`src/include/timer16_consts.svh`:
```
// Register offsets, field positions, reset values and clock select codes of the 16-bit timer
`ifndef TIMER16_CONSTS_SVH
`define TIMER16_CONSTS_SVH

// ==========================================================
// Register offsets
`define T16_ADDR_FLAGS 8'h36
`define T16_ADDR_MASK 8'h6f
`define T16_ADDR_CTRL_A 8'h80
`define T16_ADDR_CTRL_B 8'h81
`define T16_ADDR_FORCE 8'h82
`define T16_ADDR_CNT_L 8'h84
`define T16_ADDR_CNT_H 8'h85
`define T16_ADDR_CAP_L 8'h86
`define T16_ADDR_CAP_H 8'h87
`define T16_ADDR_CMPA_L 8'h88
`define T16_ADDR_CMPA_H 8'h89
`define T16_ADDR_CMPB_L 8'h8a
`define T16_ADDR_CMPB_H 8'h8b

// ==========================================================
// Field positions
`define T16_IRQ_CAPTURE_BIT 5
`define T16_IRQ_CMPB_BIT 2
`define T16_IRQ_CMPA_BIT 1
`define T16_IRQ_OVF_BIT 0
`define T16_CTLB_FILTER_BIT 7
`define T16_CTLB_EDGE_BIT 6
`define T16_FORCE_A_BIT 7
`define T16_FORCE_B_BIT 6

// ==========================================================
// Reset values
`define T16_RESET_BYTE 8'h00
`define T16_RESET_WORD 16'h0000

// ==========================================================
// Clock select codes and prescaler widths
`define T16_CS_STOP 3'h0
`define T16_CS_DIV1 3'h1
`define T16_CS_DIV8 3'h2
`define T16_CS_DIV64 3'h3
`define T16_CS_DIV256 3'h4
`define T16_CS_DIV1024 3'h5
`define T16_CS_EXT_FALL 3'h6
`define T16_CS_EXT_RISE 3'h7
`define T16_PRESC_BITS 10
`define T16_FILTER_SAMPLES 4

`endif

```
`src/include/timer16_pkg.sv`:
```
// Types shared by the 16-bit timer modules
package timer16_pkg;
   typedef logic [15:0] word_t;
   typedef logic [7:0] byte_t;
   typedef enum logic [2:0] {
      KIND_NORMAL = 3'b000,
      KIND_CLEAR = 3'b001,
      KIND_FAST = 3'b010,
      KIND_PHASE = 3'b011,
      KIND_PFC = 3'b100
   } mode_kind_t;
endpackage

```
`src/include/capture_if.sv`:
```
// Link between the timer core and its capture front end
`timescale 1ns/10ps
interface capture_if;
   logic level;
   logic filter_en;
   logic rising;
   logic enable;
   logic capture_event;
   modport front (input level, input filter_en, input rising, input enable, output capture_event);
   modport core (output level, output filter_en, output rising, output enable,
      input capture_event);
endinterface // capture_if

```
`src/capture_front.sv`:
```
// Capture input noise filter and edge detector
`timescale 1ns/10ps
`include "timer16_consts.svh"
module capture_front #(
   parameter int FILTER_DEPTH = `T16_FILTER_SAMPLES
) (
   // Clock and reset
   input wire logic clk_in,
   input wire logic resetn_in,
   // Link to the core
   capture_if.front cap
);
   logic [FILTER_DEPTH-1:0] samples;
   logic filtered;
   logic prev;
   logic chosen;

   always_ff @(posedge clk_in) begin
      if (!resetn_in) begin
         samples <= '0;
      end else begin
         samples <= {samples[FILTER_DEPTH-2:0], cap.level};
      end
   end

   // Output moves only after a run of equal samples
   always_ff @(posedge clk_in) begin
      if (!resetn_in) begin
         filtered <= 1'b0;
      end else if (&samples) begin
         filtered <= 1'b1;
      end else if (~|samples) begin
         filtered <= 1'b0;
      end
   end

   assign chosen = cap.filter_en ? filtered : samples[0];

   always_ff @(posedge clk_in) begin
      if (!resetn_in) begin
         prev <= 1'b0;
      end else begin
         prev <= chosen;
      end
   end

   // Edge choice: falling when low, rising when high
   always_ff @(posedge clk_in) begin
      if (!resetn_in) begin
         cap.capture_event <= 1'b0;
      end else begin
         cap.capture_event <= cap.enable &&
            (cap.rising ? (chosen && !prev) : (!chosen && prev));
      end
   end
endmodule // capture_front

```
`src/timer16.sv`:
```
// 16-bit timer with two compare channels and one capture channel
// What this block does
// - Capture triggers on falling edge when edge select is zero, rising when one.
// - Capture copies counter into capture register and sets the capture flag.
// - Modes using capture register as top disconnect the capture input.
// - Clock select: stop, /1, /8, /64, /256, /1024, external falling, rising.
// - External count pin clocks the counter even when used as an output.
// - Force bits apply an immediate compare action in non-PWM modes.
// - Forced compare never raises an interrupt nor clears the counter.
// - Force bits are one-cycle strobes and always read zero.
// - All 16-bit registers share one high-byte latch for atomic transfer.
// - Counter write blocks every compare match on the next timer tick.
// - Compare registers match counter continuously; match drives flag and output.
// - Capture register loads counter on pin or comparator event; may be top.
// - Mask holds capture, compare B, A, overflow enables; request needs all three.
// - Unused bits 7:6 and 4:3 of mask and flags read zero.
// - Capture flag sets on capture, or at top when capture register is top.
// - Compare flag sets on the tick after counter equals compare value.
// - Forced compare does not set the compare flag.
// - Overflow flag sets on overflow in normal and clear-on-compare, else per mode.
// - Flags clear on vector acknowledge or by writing one.
// - Four-bit mode picks sequence, top, compare update and overflow point.
// - Capture filter needs four equal samples before its output changes.
//
// Chosen here: the address-and-strobe port.
`timescale 1ns/10ps
`include "timer16_consts.svh"
module timer16 (
   // Clock and reset
   input wire logic CLK_IN,
   input wire logic RESETN_IN,
   // Register port
   input wire logic [7:0] ADDR_IN,
   input wire logic [7:0] WDATA_IN,
   input wire logic WR_IN,
   input wire logic RD_IN,
   output logic [7:0] RDATA_OUT,
   // Interrupt requests, bit 3 capture, 2 compare B, 1 compare A, 0 overflow
   input wire logic GLOBAL_IRQ_EN_IN,
   input wire logic [3:0] IRQ_ACK_IN,
   output logic [3:0] IRQ_REQ_OUT,
   // Capture and count pins
   input wire logic CAPTURE_PIN_IN,
   input wire logic ANALOG_CMP_IN,
   input wire logic ANALOG_CAPTURE_SEL_IN,
   input wire logic EXT_COUNT_PIN_IN,
   // Waveform pins
   output logic WAVE_A_OUT,
   output logic WAVE_A_OE_N_OUT,
   output logic WAVE_B_OUT,
   output logic WAVE_B_OE_N_OUT
);
   // ==========================================================
   // Mode decoding
   function automatic timer16_pkg::mode_kind_t kind_of(input logic [3:0] m);
      case (m)
         4'h4, 4'hc: kind_of = timer16_pkg::KIND_CLEAR;
         4'h5, 4'h6, 4'h7, 4'he, 4'hf: kind_of = timer16_pkg::KIND_FAST;
         4'h1, 4'h2, 4'h3, 4'ha, 4'hb: kind_of = timer16_pkg::KIND_PHASE;
         4'h8, 4'h9: kind_of = timer16_pkg::KIND_PFC;
         default: kind_of = timer16_pkg::KIND_NORMAL;
      endcase
   endfunction

   function automatic logic icr_is_top(input logic [3:0] m);
      icr_is_top = (m == 4'h8) || (m == 4'ha) || (m == 4'hc) || (m == 4'he);
   endfunction

   function automatic timer16_pkg::word_t top_of(input logic [3:0] m,
      input timer16_pkg::word_t oa, input timer16_pkg::word_t ic);
      if (icr_is_top(m)) begin
         top_of = ic;
      end else begin
         case (m)
            4'h1, 4'h5: top_of = 16'h00ff;
            4'h2, 4'h6: top_of = 16'h01ff;
            4'h3, 4'h7: top_of = 16'h03ff;
            4'h4, 4'h9, 4'hb, 4'hf: top_of = oa;
            default: top_of = 16'hffff;
         endcase
      end
   endfunction

   // Internal flag order {capture, cmp B, cmp A, overflow} to register layout
   function automatic timer16_pkg::byte_t pack_irq(input logic [3:0] b);
      pack_irq = `T16_RESET_BYTE;
      pack_irq[`T16_IRQ_CAPTURE_BIT] = b[3];
      pack_irq[`T16_IRQ_CMPB_BIT] = b[2];
      pack_irq[`T16_IRQ_CMPA_BIT] = b[1];
      pack_irq[`T16_IRQ_OVF_BIT] = b[0];
   endfunction

   function automatic logic [3:0] unpack_irq(input timer16_pkg::byte_t d);
      unpack_irq = {d[`T16_IRQ_CAPTURE_BIT], d[`T16_IRQ_CMPB_BIT],
         d[`T16_IRQ_CMPA_BIT], d[`T16_IRQ_OVF_BIT]};
   endfunction

   // ==========================================================
   // State
   logic [1:0] com [0:1];
   logic [3:0] wgm;
   logic [1:0] mode_lo;
   logic [1:0] mode_hi;
   assign wgm = {mode_hi, mode_lo};
   logic [2:0] clk_sel;
   logic filter_en;
   logic edge_rise;
   timer16_pkg::word_t cnt;
   timer16_pkg::word_t icr;
   timer16_pkg::word_t ocr_buf [0:1];
   timer16_pkg::word_t ocr [0:1];
   timer16_pkg::byte_t temp;
   logic [3:0] mask;
   logic [3:0] flags;
   logic [`T16_PRESC_BITS-1:0] presc;
   logic ext_prev;
   logic dir_down;
   logic block;
   logic [1:0] wave;
   logic [1:0] wave_oe_n;

   timer16_pkg::mode_kind_t kind;
   timer16_pkg::word_t top;
   timer16_pkg::word_t next_cnt;
   logic next_down;
   logic tick;
   logic at_top;
   logic non_pwm;
   logic ocr_update;
   logic ovf_event;
   logic cap_set;
   logic [1:0] match;
   logic [1:0] force_cmp;
   logic [3:0] next_flags;

   // ==========================================================
   // Register decode
   logic wr_flags, wr_mask, wr_ctl_a, wr_ctl_b, wr_force;
   logic wr_cnt_l, wr_cap_l, wr_cmpa_l, wr_cmpb_l, wr_high;
   assign wr_flags = WR_IN && (ADDR_IN == `T16_ADDR_FLAGS);
   assign wr_mask = WR_IN && (ADDR_IN == `T16_ADDR_MASK);
   assign wr_ctl_a = WR_IN && (ADDR_IN == `T16_ADDR_CTRL_A);
   assign wr_ctl_b = WR_IN && (ADDR_IN == `T16_ADDR_CTRL_B);
   assign wr_force = WR_IN && (ADDR_IN == `T16_ADDR_FORCE);
   assign wr_cnt_l = WR_IN && (ADDR_IN == `T16_ADDR_CNT_L);
   assign wr_cap_l = WR_IN && (ADDR_IN == `T16_ADDR_CAP_L);
   assign wr_cmpa_l = WR_IN && (ADDR_IN == `T16_ADDR_CMPA_L);
   assign wr_cmpb_l = WR_IN && (ADDR_IN == `T16_ADDR_CMPB_L);
   assign wr_high = WR_IN && ((ADDR_IN == `T16_ADDR_CNT_H) || (ADDR_IN == `T16_ADDR_CAP_H) ||
      (ADDR_IN == `T16_ADDR_CMPA_H) || (ADDR_IN == `T16_ADDR_CMPB_H));

   always_ff @(posedge CLK_IN) begin
      if (!RESETN_IN) begin
         com[0] <= 2'h0;
         com[1] <= 2'h0;
         mode_lo <= 2'h0;
      end else if (wr_ctl_a) begin
         com[0] <= WDATA_IN[7:6];
         com[1] <= WDATA_IN[5:4];
         mode_lo <= WDATA_IN[1:0];
      end
   end

   // Bit 5 is dropped, so a stray one from software has no effect
   always_ff @(posedge CLK_IN) begin
      if (!RESETN_IN) begin
         filter_en <= 1'b0;
         edge_rise <= 1'b0;
         mode_hi <= 2'h0;
         clk_sel <= `T16_CS_STOP;
      end else if (wr_ctl_b) begin
         filter_en <= WDATA_IN[`T16_CTLB_FILTER_BIT];
         edge_rise <= WDATA_IN[`T16_CTLB_EDGE_BIT];
         mode_hi <= WDATA_IN[4:3];
         clk_sel <= WDATA_IN[2:0];
      end
   end

   always_ff @(posedge CLK_IN) begin
      if (!RESETN_IN) begin
         mask <= 4'h0;
      end else if (wr_mask) begin
         mask <= unpack_irq(WDATA_IN);
      end
   end

   // Shared high-byte latch: high writes and low reads load it
   always_ff @(posedge CLK_IN) begin
      if (!RESETN_IN) begin
         temp <= `T16_RESET_BYTE;
      end else if (wr_high) begin
         temp <= WDATA_IN;
      end else if (RD_IN) begin
         case (ADDR_IN)
            `T16_ADDR_CNT_L: temp <= cnt[15:8];
            `T16_ADDR_CAP_L: temp <= icr[15:8];
            `T16_ADDR_CMPA_L: temp <= ocr_buf[0][15:8];
            `T16_ADDR_CMPB_L: temp <= ocr_buf[1][15:8];
            default: temp <= temp;
         endcase
      end
   end

   // Read data stand only in the cycle after the strobe
   always_ff @(posedge CLK_IN) begin
      if (!RESETN_IN || !RD_IN) begin
         RDATA_OUT <= `T16_RESET_BYTE;
      end else begin
         case (ADDR_IN)
            `T16_ADDR_FLAGS: RDATA_OUT <= pack_irq(flags);
            `T16_ADDR_MASK: RDATA_OUT <= pack_irq(mask);
            `T16_ADDR_CTRL_A: RDATA_OUT <= {com[0], com[1], 2'h0, wgm[1:0]};
            `T16_ADDR_CTRL_B: RDATA_OUT <= {filter_en, edge_rise, 1'b0, wgm[3:2], clk_sel};
            `T16_ADDR_FORCE: RDATA_OUT <= `T16_RESET_BYTE;
            `T16_ADDR_CNT_L: RDATA_OUT <= cnt[7:0];
            `T16_ADDR_CAP_L: RDATA_OUT <= icr[7:0];
            `T16_ADDR_CMPA_L: RDATA_OUT <= ocr_buf[0][7:0];
            `T16_ADDR_CMPB_L: RDATA_OUT <= ocr_buf[1][7:0];
            `T16_ADDR_CNT_H, `T16_ADDR_CAP_H, `T16_ADDR_CMPA_H, `T16_ADDR_CMPB_H: begin
               RDATA_OUT <= temp;
            end
            default: RDATA_OUT <= `T16_RESET_BYTE;
         endcase
      end
   end

   // ==========================================================
   // Clock selection
   always_ff @(posedge CLK_IN) begin
      if (!RESETN_IN) begin
         presc <= '0;
         ext_prev <= 1'b0;
      end else begin
         presc <= presc + 1'b1;
         ext_prev <= EXT_COUNT_PIN_IN;
      end
   end

   always_comb begin
      case (clk_sel)
         `T16_CS_DIV1: tick = 1'b1;
         `T16_CS_DIV8: tick = &presc[2:0];
         `T16_CS_DIV64: tick = &presc[5:0];
         `T16_CS_DIV256: tick = &presc[7:0];
         `T16_CS_DIV1024: tick = &presc[9:0];
         `T16_CS_EXT_FALL: tick = ext_prev && !EXT_COUNT_PIN_IN;
         `T16_CS_EXT_RISE: tick = !ext_prev && EXT_COUNT_PIN_IN;
         default: tick = 1'b0;
      endcase
   end

   // ==========================================================
   // Counter sequence
   assign kind = kind_of(wgm);
   assign top = top_of(wgm, ocr[0], icr);
   assign at_top = (cnt == top);
   assign non_pwm = (kind == timer16_pkg::KIND_NORMAL) || (kind == timer16_pkg::KIND_CLEAR);

   always_comb begin
      next_cnt = cnt;
      next_down = dir_down;
      if (tick) begin
         if (kind == timer16_pkg::KIND_PHASE || kind == timer16_pkg::KIND_PFC) begin
            if (dir_down && cnt == 16'h0000) begin
               next_down = 1'b0;
               next_cnt = 16'(cnt + 16'h0001);
            end else if (dir_down || (cnt >= top)) begin
               next_down = 1'b1;
               next_cnt = 16'(cnt - 16'h0001);
            end else begin
               next_cnt = 16'(cnt + 16'h0001);
            end
         end else if (at_top) begin
            next_cnt = 16'h0000;
         end else begin
            next_cnt = 16'(cnt + 16'h0001);
         end
      end
   end

   // A CPU write takes priority over counting and arms the match block
   always_ff @(posedge CLK_IN) begin
      if (!RESETN_IN) begin
         cnt <= `T16_RESET_WORD;
         dir_down <= 1'b0;
         block <= 1'b0;
      end else if (wr_cnt_l) begin
         cnt <= {temp, WDATA_IN};
         dir_down <= next_down;
         block <= 1'b1;
      end else begin
         cnt <= next_cnt;
         dir_down <= next_down;
         if (tick) begin
            block <= 1'b0;
         end
      end
   end

   // ==========================================================
   // Compare registers and double buffering
   always_comb begin
      case (kind)
         timer16_pkg::KIND_FAST: ocr_update = tick && at_top;
         timer16_pkg::KIND_PHASE: ocr_update = tick && at_top && !dir_down;
         timer16_pkg::KIND_PFC: ocr_update = tick && dir_down && (cnt == 16'h0000);
         default: ocr_update = 1'b1;
      endcase
   end

   always_ff @(posedge CLK_IN) begin
      if (!RESETN_IN) begin
         ocr_buf[0] <= `T16_RESET_WORD;
         ocr_buf[1] <= `T16_RESET_WORD;
         ocr[0] <= `T16_RESET_WORD;
         ocr[1] <= `T16_RESET_WORD;
      end else begin
         if (wr_cmpa_l) begin
            ocr_buf[0] <= {temp, WDATA_IN};
         end
         if (wr_cmpb_l) begin
            ocr_buf[1] <= {temp, WDATA_IN};
         end
         if (ocr_update) begin
            ocr[0] <= ocr_buf[0];
            ocr[1] <= ocr_buf[1];
         end
      end
   end

   // Matches are judged on the value held before the tick
   assign match[0] = tick && !block && (cnt == ocr[0]);
   assign match[1] = tick && !block && (cnt == ocr[1]);
   assign force_cmp[0] = wr_force && WDATA_IN[`T16_FORCE_A_BIT] && non_pwm;
   assign force_cmp[1] = wr_force && WDATA_IN[`T16_FORCE_B_BIT] && non_pwm;

   // ==========================================================
   // Capture unit
   capture_if cap_link ();
   assign cap_link.level = ANALOG_CAPTURE_SEL_IN ? ANALOG_CMP_IN : CAPTURE_PIN_IN;
   assign cap_link.filter_en = filter_en;
   assign cap_link.rising = edge_rise;
   assign cap_link.enable = !icr_is_top(wgm);

   capture_front u_capture_front (
      .clk_in(CLK_IN),
      .resetn_in(RESETN_IN),
      .cap(cap_link)
   );

   // A capture event wins over a simultaneous software write
   always_ff @(posedge CLK_IN) begin
      if (!RESETN_IN) begin
         icr <= `T16_RESET_WORD;
      end else if (cap_link.capture_event) begin
         icr <= cnt;
      end else if (wr_cap_l) begin
         icr <= {temp, WDATA_IN};
      end
   end

   // ==========================================================
   // Flags and interrupt requests
   always_comb begin
      case (kind)
         timer16_pkg::KIND_NORMAL, timer16_pkg::KIND_CLEAR: ovf_event = tick && (cnt == 16'hffff);
         timer16_pkg::KIND_FAST: ovf_event = tick && at_top;
         default: ovf_event = tick && dir_down && (cnt == 16'h0000);
      endcase
   end

   assign cap_set = cap_link.capture_event || (icr_is_top(wgm) && tick && at_top);

   // Force strobes reach no flag, and a set beats a clear in the same cycle
   always_comb begin
      next_flags = flags & ~IRQ_ACK_IN;
      if (wr_flags) begin
         next_flags = next_flags & ~unpack_irq(WDATA_IN);
      end
      next_flags = next_flags | {cap_set, match[1], match[0], ovf_event};
   end

   always_ff @(posedge CLK_IN) begin
      if (!RESETN_IN) begin
         flags <= 4'h0;
      end else begin
         flags <= next_flags;
      end
   end

   assign IRQ_REQ_OUT = flags & mask & {4{GLOBAL_IRQ_EN_IN}};

   // ==========================================================
   // Waveform generation
   for (genvar i = 0; i < 2; i++) begin : g_chan
      logic w;
      logic nw;
      logic toggle_ok;

      always_comb begin
         case (kind)
            timer16_pkg::KIND_FAST: toggle_ok = (i == 0) && (wgm[3:1] == 3'h7);
            timer16_pkg::KIND_PHASE, timer16_pkg::KIND_PFC: begin
               toggle_ok = (i == 0) && (wgm == 4'h9 || wgm == 4'hb);
            end
            default: toggle_ok = 1'b1;
         endcase
      end

      always_comb begin
         nw = w;
         if (com[i] == 2'h1) begin
            if (toggle_ok && (match[i] || force_cmp[i])) begin
               nw = !w;
            end
         end else if (com[i] != 2'h0) begin
            if (non_pwm) begin
               if (match[i] || force_cmp[i]) begin
                  nw = com[i][0];
               end
            end else if (kind == timer16_pkg::KIND_FAST) begin
               // Bottom action wins, so a compare equal to top is ignored
               if (tick && at_top) begin
                  nw = !com[i][0];
               end else if (match[i]) begin
                  nw = com[i][0];
               end
            end else if (match[i]) begin
               nw = com[i][0] ^ dir_down;
            end
         end
      end

      always_ff @(posedge CLK_IN) begin
         if (!RESETN_IN) begin
            w <= 1'b0;
         end else begin
            w <= nw;
         end
      end

      assign wave[i] = w;
      assign wave_oe_n[i] = (com[i] == 2'h0) || (com[i] == 2'h1 && !toggle_ok);
   end

   assign WAVE_A_OUT = wave[0];
   assign WAVE_B_OUT = wave[1];
   assign WAVE_A_OE_N_OUT = wave_oe_n[0];
   assign WAVE_B_OE_N_OUT = wave_oe_n[1];
endmodule // timer16

```
`config.mk`:
```
export PLATFORM = sky130hd
export DESIGN_NAME = timer16
export DESIGN_NICKNAME = d
export VERILOG_FILES = /design/src/include/timer16_pkg.sv /design/src/include/capture_if.sv /design/src/capture_front.sv /design/src/timer16.sv
export VERILOG_INCLUDE_DIRS = /design/src /design/src/include
export SDC_FILE = /design/constraint.sdc
export NUM_CORES = 1
export LEC_CHECK = 0
export BUFFER_PORTS_ARGS = -buffer_cell sky130_fd_sc_hd__buf_2
export CAP_MARGIN = 20
export CORE_ASPECT_RATIO = 0.8
export CORE_MARGIN = 1
export CORE_UTILIZATION = 30
export CTS_CLUSTER_DIAMETER = 50
export DETAILED_ROUTE_END_ITERATION = 7
export RECOVER_POWER = 100
export SYNTH_ARGS = -nofsm -noshare
export SYNTH_HDL_FRONTEND = slang
export SYNTH_SLANG_ARGS = --single-unit
export TNS_END_PERCENT = 30
```
`constraint.sdc`:
```
create_clock -name CLK_IN -period 4.9 [get_ports CLK_IN]
set_input_delay 0.245 -clock CLK_IN [delete_from_list [all_inputs] [get_ports CLK_IN]]
set_output_delay 0.245 -clock CLK_IN [all_outputs]
set_load 0.03 [all_outputs]
```
* Word-level counts from Yosys, hierarchy flattened *
Memory sizes are Yosys's and may differ from the RTL's.
Index checks and enable logic that the tools add are counted.

storage, ports and cells
  register bits after elaboration = 87
  memory bits (writable) = 68
  ROM bits = 48
  logic and storage cells = 259
  memories = 4

operators by class
  add/subtract/negate cells = 3
  magnitude comparators = 1
  equal/unequal tests = 50
  mux-type cells = 66
  bitwise operators = 15
  reductions and logical operators = 99

memory list
  memory            words  bits a word  read ports  clocked after memory_dff  write ports  line            RTL
  (name not given)  16     3            1           0                         0            timer16.sv:56   case (m)
  ocr               2      16           2           0                         2            timer16.sv:111  timer16_pkg::word_t ocr [0:1];
  ocr_buf           2      16           2           0                         2            timer16.sv:110  timer16_pkg::word_t ocr_buf [0:1];
  com               2      2            2           0                         2            timer16.sv:100  logic [1:0] com [0:1];

operator list
  cell                     count
  $mux W16                 13
  $eq A8 B8 Y1 const B     11
  $pmux W8 S9              1
  $pmux W16 S4             1
  $eq A16 B16 Y1           3
  $mux W1                  41
  $logic_and A1 B1 Y1      34
  $pmux W8 S4              1
  $eq A4 B4 Y1 const B     7
  $eq A3 B3 Y1 const B     6
  $add A16 B1 Y16 const B  1
  $and A4 B4 Y4            4
  $eq A16 B16 Y1 const B   1
  $eq A4 B3 Y1 const B     4
  $ge A16 B16 Y1           1
  $logic_not A16 Y1        1
  $logic_or A1 B1 Y1       16
  $mux W8                  2
  $reduce_bool A2 Y1       8
  $reduce_bool A4 Y1       4
  $sub A16 B1 Y16 const B  1
  $logic_not A1 Y1         14
  $eq A3 B2 Y1 const B     4
  $reduce_or A4 Y1         3
  other kinds (30)         52

* Depth between registers and ports, before layout *
Gate-level depths: netlist of run 1.

  word-level depth = 13
  depth in mapped cells = 16

* Hierarchy *
A second synthesis of run 1 with hierarchy kept.

second synthesis, totals
  cells, all modules = 949
  area, all modules = 8618.3 um^2

by module, submodules not included
  module         times used  cells an instance  area an instance (um^2)  seq. area each (um^2)
  timer16        1           929                8386.8                   3643.5
  capture_front  1           20                 231.5                    140.1

* Worst setup path after synthesis of run 1 *
OpenSTA, ideal clock, no wires.

  path kind = reg-to-reg
  start point = reg mode_hi[0]
  end point = mem ocr[0][0] (netlist name), enable pin
  library setup time = 0.389 ns
  arrival = 3.559 ns
  data required time = 4.511 ns
  setup slack = 0.952 ns
  stages on the path, launching flop included = 14
  path buffers = 2
  cell sequence = dfxtp_1 -> clkbuf_1 -> inv_1 -> nor2_1 -> nor2_1 -> a21oi_1 -> o22ai_1 -> ha_1 -> nand4_1 -> or4_1 -> clkbuf_1 -> o22ai_1 -> a21oi_1 -> nand2_1

RTL lines
  element                   line            RTL
  start: declaration        timer16.sv:103  logic [1:0] mode_hi;
  start signal: assignment  timer16.sv:174  mode_hi <= WDATA_IN[4:3];
  end: declaration          timer16.sv:111

* Worst setup path in the final report of run 1 *
  start point = reg mode_hi[1]
  end point = reg cnt[12]

on the way
  longest elaborated chain between the ends = 12
  elaborated cells between the ends (all ways) = 36
  classes of those cells = order compare: 1; eq/ne: 17; mux: 8; reduce/logical: 9; memory: 1

RTL lines
  element                                                                 line            RTL
  parallel branches: the longest is 9 deep, another holds $ge A16 B16 Y1  -
  $mux W16 (*)                                                            timer16.sv:263  if (kind == timer16_pkg::KIND_PHASE || kind == timer16_pkg::KIND_PFC) begin
  $mux W16 (*)                                                            timer16.sv:262  if (tick) begin
  $mux W16 (*)                                                            timer16.sv:287  end else if (wr_cnt_l) begin
  end signal: assignment                                                  timer16.sv:284  cnt <= `T16_RESET_WORD;
  end signal: assignment                                                  timer16.sv:288  cnt <= {temp, WDATA_IN};
  end signal: assignment                                                  timer16.sv:292  cnt <= next_cnt;
  end: declaration                                                        timer16.sv:108  timer16_pkg::word_t cnt;

Every way passes the cells marked *. The select of a mux whose other input is x is not followed.
A chain may end at the register's enable or synchronous reset.

==> insert_results.sql, run 1 <==
INSERT INTO impl_metrics (metric_group, metric, value, unit) VALUES
('power_and_ir_drop', 'cellPowerDensity', '304.8', 'mW/mm^2'),
('clock_tree', 'htree_depth', '4', ''),
('routing', 'detailroute.via_count', '7857', ''),
('power_and_ir_drop', 'internal_power', '2274', 'uW'),
('timing', 'timing.fmax', '222.6', 'MHz'),
('timing', 'layout_worst_path_cycle_share', '91.67', '%'),
('power_and_ir_drop', 'peakVddDrop', '225.9', 'uV'),
('place', 'placedCellCount', '1313', ''),
('finish', 'finalNetCount', '1012', ''),
('timing', 'setup-tns-final', '0', 'ns'),
('logic_synthesis', 'mappedNetlistNets', '990', ''),
('power_and_ir_drop', 'power.net_switching', '735.1', 'uW'),
('logic_synthesis', 'seq_area_frac_synth', '43.67', '%'),
('place', 'hpwlAfterDp', '21270', 'um'),
('timing', 'timing.final.max_slew_violations', '47', ''),
('floorplan', 'floorplan.die.height', '154.0', 'um'),
('clock_tree', 'clk_latency', '0.43', 'ns'),
('place', 'finalWeightedCongestion', '0.9540', ''),
('critical_path', 'crit_arrival', '4.84', 'ns'),
('global_route', 'grt_resource_usage_total', '20.19', '%'),
('run', 'max_cap_violations', '2', ''),
('power_and_ir_drop', 'p_comb_share', '4.6', '%'),
('logic_synthesis', 'ys_ff_latch', '155', ''),
('logic_synthesis', 'netlist_instances', '941', ''),
('timing', 'final_critical_path_setup_slack', '0.4083', 'ns'),
('logic_synthesis', 'synthDominantAreaCellType', 'sky130_fd_sc_hd__edfxtp_1', ''),
('critical_path', 'timing.critical_path.to_type', 'flop', ''),
('global_route', 'gr-usage-met3', '5.729', '%'),
('logic_synthesis', 'yosys-top-cells-count', 'sky130_fd_sc_hd__nor2_1, sky130_fd_sc_hd__dfxtp_1, sky130_fd_sc_hd__nand2_1, sky130_fd_sc_hd__edfxtp_1, sky130_fd_sc_hd__a21oi_1', ''),
('clock_tree', 'tritoncts_clock_tree', 'yes', ''),
('logic_synthesis', 'asyncSetResetFlopFracSynth', '0', '%'),
('floorplan', 'number_of_i_o_pins', '45', ''),
('run_status', 'failed_checks', 'max-capacitance violations, max-slew violations', ''),
('floorplan', 'coreArea', '0.02835', 'sq mm'),
('clock_tree', 'tritoncts.num_buffers', '17', ''),
('global_route', 'grt_util_met2', '27.69', '%'),
('critical_path', 'timing.critical_path.required', '5.25', 'ns'),
('clock_tree', 'clock_path_buffers', '2', ''),
('timing', 'maxSlewHeadroom', '-27.30', '%'),
('run_status', 'outcome', 'complete, but fails checks', ''),
('power_and_ir_drop', 'clockPowerShare', '48.4', '%'),
('logic_synthesis', 'yosysMostFrequentCell', 'sky130_fd_sc_hd__nor2_1', ''),
('timing', 'timing.final.hold_violations', '0', ''),
('timing', 'grt_setup_unrepaired', 'false', ''),
('clock_tree', 'postCtsResizedCells', '0', ''),
('floorplan', 'design.die.area', '0.02957', 'sq mm'),
('finish', 'instances_no_fill', '1346', ''),
('power_and_ir_drop', 'power.share.switching', '24.43', '%'),
('logic_synthesis', 'synth_flop_cell', 'sky130_fd_sc_hd__dfxtp_1', ''),
('clock_tree', 'cts.hold.buffers_added', '0', ''),
('critical_path', 'worst-setup-path-type', 'reg -> reg', ''),
('routing', 'detail_route.drc_violations', '0', ''),
('critical_path', 'critPathLaunchType', 'flop', ''),
('clock_tree', 'clkSlewWorstSetupHoldPaths', '0.07', 'ns'),
('global_route', 'first_global_vias', '7132', ''),
('timing', 'tightest_slew', '1.895', 'ns'),
('place', 'place_ws', '0.7489', 'ns'),
('logic_synthesis', 'synth.avg_cell_area', '9.208', 'sq um'),
('global_route', 'grt_first_pass_wirelength', '44420', 'um'),
('floorplan', 'num_rows', '55', ''),
('hold_path', 'timing.hold.worst.class', 'in -> reg', ''),
('global_route', 'pin_count_of_the_biggest_net_entering_global_routing', '36', ''),
('place', 'placement.io_buffers', '44', ''),
('global_route', 'grt_antenna_before_repair', '0', ''),
('clock_tree', 'clock-root-buffer', 'sky130_fd_sc_hd__clkbuf_16', ''),
('critical_path', 'critical_path.max_fanout', '17', ''),
('global_route', 'grt_overflow', '0', ''),
('routing', 'routedWlPerCell', '22.10', 'um'),
('logic_synthesis', 'yosys_warnings', '0', ''),
('power_and_ir_drop', 'leakage', '0.003648', 'uW'),
('timing', 'timing.clock.skew', '0.01142', 'ns');
-- metal layers --
layer  up-vias  wire length [um]
met5         -                 0
met2       497             12050
li1       3538                 -
met1      3756             13220
met3        66              3710
met4         0               756
-- critical path, stage by stage (launching register included) --
cell and delay [ns]:
sky130_fd_sc_hd__dfxtp_1 0.37, sky130_fd_sc_hd__clkbuf_1 0.75, sky130_fd_sc_hd__nand3_1 0.38, sky130_fd_sc_hd__a21oi_1 0.24, sky130_fd_sc_hd__a21oi_1 0.07, sky130_fd_sc_hd__ha_1 0.34, sky130_fd_sc_hd__nand4_1 0.21, sky130_fd_sc_hd__o21ai_0 0.13
sky130_fd_sc_hd__a211oi_1 0.47, sky130_fd_sc_hd__and3_1 0.56, sky130_fd_sc_hd__nor2_1 0.23, sky130_fd_sc_hd__nor2_1 0.33, sky130_fd_sc_hd__nand4b_1 0.13, sky130_fd_sc_hd__o22ai_1 0.17
-- worst paths after layout --
check / start / endpoint / slack, ns / depth (start not counted)
min reg2reg: u_capture_front.samples[2] / u_capture_front.samples[3] / 0.47 / 1
min: CAPTURE_PIN_IN / u_capture_front.samples[0] / 0.04 / 3
max: mode_hi[1] / cnt[12] / 0.41 / 13
max reg2reg: mode_hi[1] / cnt[12] / 0.41 / 13
-- logic make-up after synthesis --
group	Yosys count	synth area share, %
fa+ha+maj	20	2.888
xor+xnor	49	4.953
simple gates	366	21.83
buf+inv	81	3.985
compound gates	240	19.11
mux	30	3.567
flops	155	43.67
-- cell type report --
cell class                      instances  area [sq um]
Clock buffer                           21         525.5
Clock inverter                         11         133.9
Fill cell                            2890         18480
Inverter                               17         63.81
Multi-Input combinational cell        705          4529
Sequential cell                       155          3784
Tap cell                              370         462.9
Timing Repair Buffer                   67         374.1
-- power by group through the flow --
| stage | Clock [uW] | Sequential [uW] | Combinational, uW |
|---|---|---|---|
| floorplan | 0 | 1430 | 83.8 |
| global placement | 0 | 1440 | 134 |
| detailed placement | 0 | 1440 | 134 |
| CTS | 1480 | 1410 | 135 |
| global route | 1520 | 1420 | 148 |
| finish | 1460 | 1420 | 137 |
-- state kept, by name, summed over array words and instances (netlist names), 8 cells and up --
name and count:
cnt 16, RDATA_OUT 8, ocr_buf 32, presc 10, temp 8, ocr 32
icr 16
-- metrics by stage --
stage	hold WS, ns	util [%]	instance area (sq um)
final	0.04069	34.82	9873
after global routing	0.03900	34.82	9873
after CTS	0.02873	34.90	9896
after detailed placement	0.4544	32.58	9236
after global placement	0.4421	32.58	9236
after floorplan	0.3667	-	8665
-- cell usage in the layout, fill, tap and decap left out, types with 21 or more instances in the layout --
cell type                   netlist  routed
sky130_fd_sc_hd__xor2_1          39      39
sky130_fd_sc_hd__clkbuf_16        0      21
sky130_fd_sc_hd__o21ai_0         24      24
sky130_fd_sc_hd__mux2i_1         23      23
sky130_fd_sc_hd__buf_2           12      27
sky130_fd_sc_hd__a21oi_1         64      64
sky130_fd_sc_hd__nand3_1         33      33
sky130_fd_sc_hd__dfxtp_1         87      87
sky130_fd_sc_hd__and2_0           0      29
sky130_fd_sc_hd__a211oi_1        23      23
sky130_fd_sc_hd__nand2_1         76      76
sky130_fd_sc_hd__nor2_1          88      89
sky130_fd_sc_hd__edfxtp_1        68      68
sky130_fd_sc_hd__clkbuf_1        41      21
sky130_fd_sc_hd__and2_1          62      33
Power figures use the tool's default switching activity.
==> run 2, diff against run 1 <==
--- a/config.mk
+++ b/config.mk
@@ -8,11 +8,14 @@
 export LEC_CHECK = 0
 export BUFFER_PORTS_ARGS = -buffer_cell sky130_fd_sc_hd__buf_2
 export CAP_MARGIN = 20
+export CELL_PAD_IN_SITES_DETAIL_PLACEMENT = 1
+export CELL_PAD_IN_SITES_GLOBAL_PLACEMENT = 1
 export CORE_ASPECT_RATIO = 0.8
 export CORE_MARGIN = 1
 export CORE_UTILIZATION = 30
 export CTS_CLUSTER_DIAMETER = 50
 export DETAILED_ROUTE_END_ITERATION = 7
+export PLACE_DENSITY_LB_ADDON = 0.1
 export RECOVER_POWER = 100
 export SYNTH_ARGS = -nofsm -noshare
 export SYNTH_HDL_FRONTEND = slang
==> insert_results.sql, run 2 (synthesis results as in run 1) <==
INSERT INTO impl_metrics (metric_group, metric, value, unit) VALUES
('run_status', 'outcome', 'complete, but fails checks', ''),
('routing', 'topRoutingLayerUsed', 'met4', ''),
('run_status', 'failed_checks', 'max-capacitance violations, max-slew violations', ''),
('timing', 'maxSlewHeadroom', '-30.67', '%'),
('floorplan', 'coreArea', '0.02835', 'sq mm'),
('timing', 'tightest_slew', '1.960', 'ns'),
('power_and_ir_drop', 'power.net_switching', '733.2', 'uW'),
('global_route', 'pin_count_of_the_biggest_net_entering_global_routing', '37', ''),
('routing', 'post_drt_via_cell_ratio', '5.742', ''),
('power_and_ir_drop', 'leakage', '0.003577', 'uW'),
('critical_path', 'crit_buf_inv', '2', ''),
('finish', 'postLayoutCoreUtil', '34.41', '%'),
('hold_path', 'capture_endpoint_of_the_worst_hold_path', 'u_capture_front.samples[0]', ''),
('clock_tree', 'clock-root-buffer', 'sky130_fd_sc_hd__clkbuf_16', ''),
('hold_path', 'timing.hold.worst.class', 'in -> reg', ''),
('clock_tree', 'clk_latency', '0.44', 'ns'),
('place', 'hpwlAfterDp', '25260', 'um'),
('global_route', 'grt_first_pass_wirelength', '50870', 'um'),
('critical_path', 'rrSetupSlack', '0.56', 'ns'),
('timing', 'setup-violations-final', '0', ''),
('finish', 'layout.cells.most_common_list', 'sky130_fd_sc_hd__nor2_1, sky130_fd_sc_hd__dfxtp_1, sky130_fd_sc_hd__nand2_1', ''),
('clock_tree', 'htree_depth', '4', ''),
('power_and_ir_drop', 'internal_power', '2141', 'uW'),
('global_route', 'grt_antenna_before_repair', '0', ''),
('place', 'placement.io_buffers', '44', ''),
('finish', 'antennaDiodeCount', '0', ''),
('floorplan', 'design.die.area', '0.02957', 'sq mm'),
('place', 'placedCellCount', '1313', ''),
('finish', 'instances_no_fill', '1345', ''),
('clock_tree', 'tritoncts_clock_tree', 'yes', ''),
('clock_tree', 'cts.hold.buffers_added', '0', ''),
('run', 'max_cap_violations', '3', ''),
('timing', 'grt_setup_unrepaired', 'false', ''),
('critical_path', 'worst-setup-path-type', 'reg -> reg', ''),
('floorplan', 'number_of_i_o_pins', '45', ''),
('finish', 'reg_top3', 'ocr x32, ocr_buf x32', ''),
('finish', 'drive_gt1_share', '10.26', '%'),
('global_route', 'grt_overflow', '0', ''),
('floorplan', 'floorplan.die.height', '154.0', 'um'),
('clock_tree', 'post-cts-setup-buffers', '0', ''),
('critical_path', 'timing.critical_path.required', '4.97', 'ns'),
('clock_tree', 'clkSlewWorstSetupHoldPaths', '0.07', 'ns'),
('timing', 'whs', '0.04286', 'ns'),
('routing', 'iter_0_drt_violations', '663', ''),
('timing', 'setup-tns-final', '0', 'ns'),
('timing', 'timing.clock.skew', '0.01330', 'ns'),
('routing', 'length_of_the_first_detailed_routing_pass_in_iterations', '6', ''),
('critical_path', 'timing.critical_path.to_type', 'flop', ''),
('routing', 'detailroute.via_count', '7723', ''),
('critical_path', 'r2r_cells', '10', ''),
('power_and_ir_drop', 'peakVddDrop', '251.0', 'uV'),
('routing', 'met2RoutedLength', '15070', 'um'),
('critical_path', 'endpoint_of_the_worst_register_to_register_path', 'ocr[0][7]', ''),
('critical_path', 'critical_path.max_fanout', '32', ''),
('finish', 'layout_commonest_cell', 'sky130_fd_sc_hd__nor2_1', ''),
('critical_path', 'timing.critical_path.cells', 'clkbuf_1 > nand2b_1 > o22ai_1 > ha_1 > nand4_1 > or4_1 > o22ai_1 > a21oi_1 > nand2_1 > clkbuf_4', ''),
('routing', 'detail_route.drc_violations', '0', ''),
('floorplan', 'floorplan.initialDensity', '30.56', '%'),
('global_route', 'first_global_vias', '7452', ''),
('hold_path', 'min_path_cells', '3', ''),
('place', 'finalWeightedCongestion', '0.8521', ''),
('routing', 'detailroute.wirelength.met3', '2061', 'um'),
('critical_path', 'reg2reg_from', 'mode_lo[0]', ''),
('power_and_ir_drop', 'seqPwrFrac', '49.3', '%'),
('routing', 'm1WireLength', '16520', 'um'),
('power_and_ir_drop', 'power.share.switching', '25.51', '%'),
('critical_path', 'crit_arrival', '4.41', 'ns'),
('routing', 'routed_wl', '34530', 'um'),
('finish', 'finalNetCount', '1011', ''),
('timing', 'timing.final.hold_violations', '0', ''),
('power_and_ir_drop', 'p_comb_share', '4.9', '%'),
('routing', 'route.antenna.remaining_nets', '0', ''),
('clock_tree', 'clock_path_buffers', '2', ''),
('timing', 'timing.final.max_slew_violations', '82', ''),
('timing', 'layout_worst_path_cycle_share', '88.64', '%'),
('power_and_ir_drop', 'cellPowerDensity', '294.7', 'mW/mm^2'),
('hold_path', 'holdCritStartpoint', 'CAPTURE_PIN_IN', ''),
('routing', 'routedWlPerCell', '25.67', 'um'),
('timing', 'final_period_minus_worst_setup_slack', '4.343', 'ns'),
('clock_tree', 'tritoncts.num_buffers', '17', ''),
('finish', 'fillers', '3274', ''),
('finish', 'areaGrowthSynthToFinish', '12.59', '%'),
('clock_tree', 'tritoncts_num_sinks', '155', ''),
('floorplan', 'die_w', '192.0', 'um'),
('global_route', 'grt_resource_usage_total', '23.93', '%'),
('critical_path', 'critical_path.top_delay_family', 'simple AND/OR/NAND/NOR gates', ''),
('critical_path', 'critPathLaunchType', 'flop', ''),
('clock_tree', 'postCtsResizedCells', '0', ''),
('critical_path', 'slowest_stage', 'sky130_fd_sc_hd__or4_1', ''),
('power_and_ir_drop', 'clockPowerShare', '45.8', '%'),
('floorplan', 'num_rows', '55', ''),
('timing', 'timing.fmax', '230.2', 'MHz'),
('critical_path', 'critical-path-max-stage-delay', '0.74', 'ns'),
('critical_path', 'worst_path_most_repeated_cell', 'sky130_fd_sc_hd__o22ai_1', '');
run 2: worst max path at each step:
stage / depth (start not counted) / slack (ns) / endpoint / startpoint
floorplan: 13 / 0.95 / ocr[0][0] / mode_hi[0]
global placement: 10 / 0.92 / ocr[0][21] / mode_lo[1]
detailed placement: 10 / 0.75 / ocr[0][8] / mode_lo[1]
CTS: 10 / 0.74 / ocr[0][6] / mode_lo[1]
global route: 10 / 0.24 / ocr[0][7] / mode_lo[0]
finish: 10 / 0.56 / ocr[0][7] / mode_lo[0]
run 2: layout make-up:
class	instances	area, sq um	area share (%)
tap	370	462.9	4.745
multi-input combinational	705	4527	46.40
sequential	155	3784	38.78
inverter	17	63.81	0.6541
timing repair buffer	66	347.8	3.565
clock inverter	13	137.6	1.411
clock buffer	19	432.9	4.438
run 2: metrics by stage:
stage	total power [uW]	instance area [sq um]	setup slack, ns
2_1_floorplan	1511	8665	0.9517
3_3_place_gp	1590	9236	0.9243
3_5_place_dp	1589	9236	0.7479
4_1_cts	2904	9807	0.7450
5_1_grt	2963	9756	0.2418
6_report	2875	9756	0.5566
run 2: worst register-to-register path, delay by kind of cell, from the launching register on:
kind	cells	cell delay [ns]
buffers and inverters	2	1.14
and+or+nand+nor	4	1.60
adders and majority gates	1	0.36
AOI/OAI and AO/OA	3	0.47
DFF	1	0.39
run 2: metal layers:
layer	up-vias	track usage [%]
met4	0	8.024
li1	3558	-
met3	43	3.880
met1	3850	34.57
met2	272	35.89
met5	-	0
run 2: power by group through the flow:
stage               Clock [uW]  Sequential [uW]  Combinational [uW]
global route              1390             1420                 153
finish                    1320             1420                 141
floorplan                    0             1430                83.8
detailed placement           0             1450                 143
CTS                       1340             1420                 143
global placement             0             1450                 143
==> run 3, diff against run 2 <==
==> constraint.sdc (replaced) <==
create_clock -name CLK_IN -period 5.06 [get_ports CLK_IN]
set_input_delay 0.253 -clock CLK_IN [delete_from_list [all_inputs] [get_ports CLK_IN]]
set_output_delay 0.253 -clock CLK_IN [all_outputs]
set_load 0.03 [all_outputs]
==> insert_results.sql, run 3 (synthesis results as in run 1) <==
INSERT INTO impl_metrics (metric_group, metric, value, unit) VALUES
('power_and_ir_drop', 'power.net_switching', '698.9', 'uW'),
('critical_path', 'slowest_stage', 'sky130_fd_sc_hd__clkbuf_1', ''),
('run', 'max_cap_violations', '2', ''),
('finish', 'layout.area.seq', '0.003784', 'sq mm'),
('timing', 'setup-violations-final', '0', ''),
('power_and_ir_drop', 'leakage', '0.003583', 'uW'),
('routing', 'detailroute.via_count', '7712', ''),
('power_and_ir_drop', 'finalPower', '2847', 'uW'),
('power_and_ir_drop', 'clockPowerShare', '47.0', '%'),
('power_and_ir_drop', 'power.share.switching', '24.55', '%'),
('timing', 'timing.clock.skew', '0.01419', 'ns'),
('floorplan', 'design.die.area', '0.02957', 'sq mm'),
('run_status', 'outcome', 'complete, but fails checks', ''),
('global_route', 'grt_resource_usage_total', '24.00', '%'),
('timing', 'grt_setup_unrepaired', 'false', ''),
('finish', 'reg_top3', 'ocr x32, ocr_buf x32', ''),
('finish', 'instances_no_fill', '1346', ''),
('clock_tree', 'tritoncts.num_buffers', '17', ''),
('routing', 'post_drt_via_cell_ratio', '5.730', ''),
('power_and_ir_drop', 'internal_power', '2148', 'uW'),
('power_and_ir_drop', 'seqPwrFrac', '48.2', '%'),
('finish', 'finalNetCount', '1011', ''),
('routing', 'length_of_the_first_detailed_routing_pass_in_iterations', '6', ''),
('global_route', 'grt_overflow', '0', ''),
('routing', 'route.antenna.remaining_nets', '0', ''),
('floorplan', 'number_of_i_o_pins', '45', ''),
('timing', 'tightest_slew', '2.278', 'ns'),
('critical_path', 'critical_path.top_delay_family', 'compound AO/OA/AOI/OAI gates', ''),
('place', 'finalWeightedCongestion', '0.8467', ''),
('clock_tree', 'tritoncts_clock_tree', 'yes', ''),
('floorplan', 'num_rows', '55', ''),
('clock_tree', 'clkSlewWorstSetupHoldPaths', '0.07', 'ns'),
('clock_tree', 'clk_latency', '0.44', 'ns'),
('clock_tree', 'clock_path_buffers', '2', ''),
('critical_path', 'timing.critical_path.cells', 'clkbuf_1 > nand3_1 > a21oi_1 > a21oi_1 > ha_1 > nand4_1 > o21ai_0 > a211oi_1 > nand3_1 > a2111oi_0 > nor3_1 > o21ai_0 > o311ai_0', ''),
('power_and_ir_drop', 'p_comb_share', '4.8', '%'),
('floorplan', 'coreArea', '0.02835', 'sq mm'),
('timing', 'timing.final.max_slew_violations', '59', ''),
('global_route', 'grt_first_pass_wirelength', '51020', 'um'),
('hold_path', 'timing.hold.worst.class', 'in -> reg', ''),
('timing', 'timing.fmax', '217.8', 'MHz'),
('critical_path', 'timing.critical_path.required', '5.34', 'ns'),
('timing', 'timing.final.hold_violations', '0', ''),
('critical_path', 'critical-path-max-stage-delay', '0.83', 'ns'),
('floorplan', 'floorplan.die.height', '154.0', 'um'),
('place', 'hpwlAfterDp', '25120', 'um'),
('place', 'placed_area', '0.009233', 'sq mm'),
('timing', 'maxSlewHeadroom', '-51.83', '%'),
('finish', 'fillers', '3306', ''),
('finish', 'area_of_the_multi_input_gates', '0.004527', 'sq mm'),
('floorplan', 'die_w', '192.0', 'um'),
('global_route', 'first_global_vias', '7571', ''),
('critical_path', 'timing.critical_path.to_type', 'flop', ''),
('timing', 'final_period_minus_worst_setup_slack', '4.592', 'ns'),
('clock_tree', 'post-cts-setup-buffers', '0', ''),
('global_route', 'pin_count_of_the_biggest_net_entering_global_routing', '42', ''),
('critical_path', 'critPathLaunchType', 'flop', ''),
('run_status', 'failed_checks', 'max-capacitance violations, max-slew violations', ''),
('critical_path', 'crit_arrival', '4.87', 'ns'),
('finish', 'layout_commonest_cell', 'sky130_fd_sc_hd__nor2_1', ''),
('finish', 'areaGrowthSynthToFinish', '12.78', '%'),
('finish', 'layout.cells.most_common_list', 'sky130_fd_sc_hd__nor2_1, sky130_fd_sc_hd__dfxtp_1, sky130_fd_sc_hd__nand2_1', ''),
('finish', 'drive_gt1_share', '10.05', '%'),
('place', 'placement.io_buffers', '44', ''),
('place', 'placedCellCount', '1312', ''),
('clock_tree', 'htree_depth', '4', ''),
('routing', 'routedWlPerCell', '25.91', 'um'),
('timing', 'final_critical_path_setup_slack', '0.4678', 'ns'),
('clock_tree', 'cts.hold.buffers_added', '0', ''),
('critical_path', 'crit_buf_inv', '1', ''),
('clock_tree', 'postCtsResizedCells', '0', ''),
('place', 'place_ws', '0.7458', 'ns'),
('routing', 'iter_0_drt_violations', '687', ''),
('clock_tree', 'clock-root-buffer', 'sky130_fd_sc_hd__clkbuf_16', ''),
('clock_tree', 'tritoncts_num_sinks', '155', ''),
('power_and_ir_drop', 'peakVddDrop', '243.0', 'uV'),
('critical_path', 'worst-setup-path-type', 'reg -> reg', ''),
('finish', 'final_cell_area', '0.009772', 'sq mm'),
('floorplan', 'floorplan.initialDensity', '30.56', '%'),
('global_route', 'grt_antenna_before_repair', '2', ''),
('critical_path', 'critical_path.max_fanout', '21', ''),
('routing', 'detail_route.drc_violations', '0', ''),
('timing', 'layout_worst_path_cycle_share', '90.76', '%'),
('power_and_ir_drop', 'cellPowerDensity', '291.3', 'mW/mm^2'),
('routing', 'routed_wl', '34880', 'um'),
('timing', 'setup-tns-final', '0', 'ns');
-- run 3: cell types whose count changed in the layout (fill, tap and decap cells not counted), sizes merged --
cell / delta
clkinvlp: -1
buf: -1
clkinv: -2
diode: +1
bufinv: +1
inv: -1
clkbuf: +4
-- run 3: power by group through the flow --
stage	Clock (uW)	Combinational, uW	Sequential, uW
floorplan	0	81.2	1380
global placement	0	138	1400
detailed placement	0	139	1400
CTS	1370	139	1370
global route	1410	147	1380
finish	1340	135	1370
-- run 3: final cells by class --
class                   count  area share [%]
clock inverters            10           1.306
inverters                  17          0.6530
flip-flops and latches    155           38.72
well taps                 370           4.738
multi-input cells         705           46.33
repair buffers             66           3.470
clock buffers              22           4.763
diodes                      1         0.02561
-- run 3: final timing paths --
path                               from                          to  slack [ns]  cells after the start
min reg2reg  u_capture_front.samples[2]  u_capture_front.samples[3]        0.47                      1
max reg2reg                  mode_lo[0]                     cnt[15]        0.47                     13
min                      CAPTURE_PIN_IN  u_capture_front.samples[0]        0.04                      3
max                          mode_lo[0]                     cnt[15]        0.47                     13
-- run 3: routing by layer --
layer | vias to the layer above | global-route usage (%) | share of wire, % | wire length, um
li1 | 3544 | - | - | -
met1 | 3875 | 34.76 | 49 | 16930
met2 | 244 | 35.69 | 43 | 15070
met3 | 49 | 4.428 | 5.8 | 2017
met4 | 0 | 7.687 | 2.5 | 863
met5 | - | 0 | 0 | 0
-- run 3: per-stage QoR --
stage	hold WS [ns]	utilization, %
floorplan	0.3747	-
global placement	0.4476	32.52
detailed placement	0.4525	32.56
CTS	0.03084	34.66
global route	0.04077	34.46
finish	0.03927	34.47
-- run 3: worst register-to-register path, delay by kind of cell, from the launching register on --
family	cells	cell delay, ns
AO/OA/AOI/OAI	7	1.85
adder cells (fa/ha/maj)	1	0.31
buffers and inverters	1	0.83
flip-flops	1	0.33
AND/OR/NAND/NOR	4	1.11
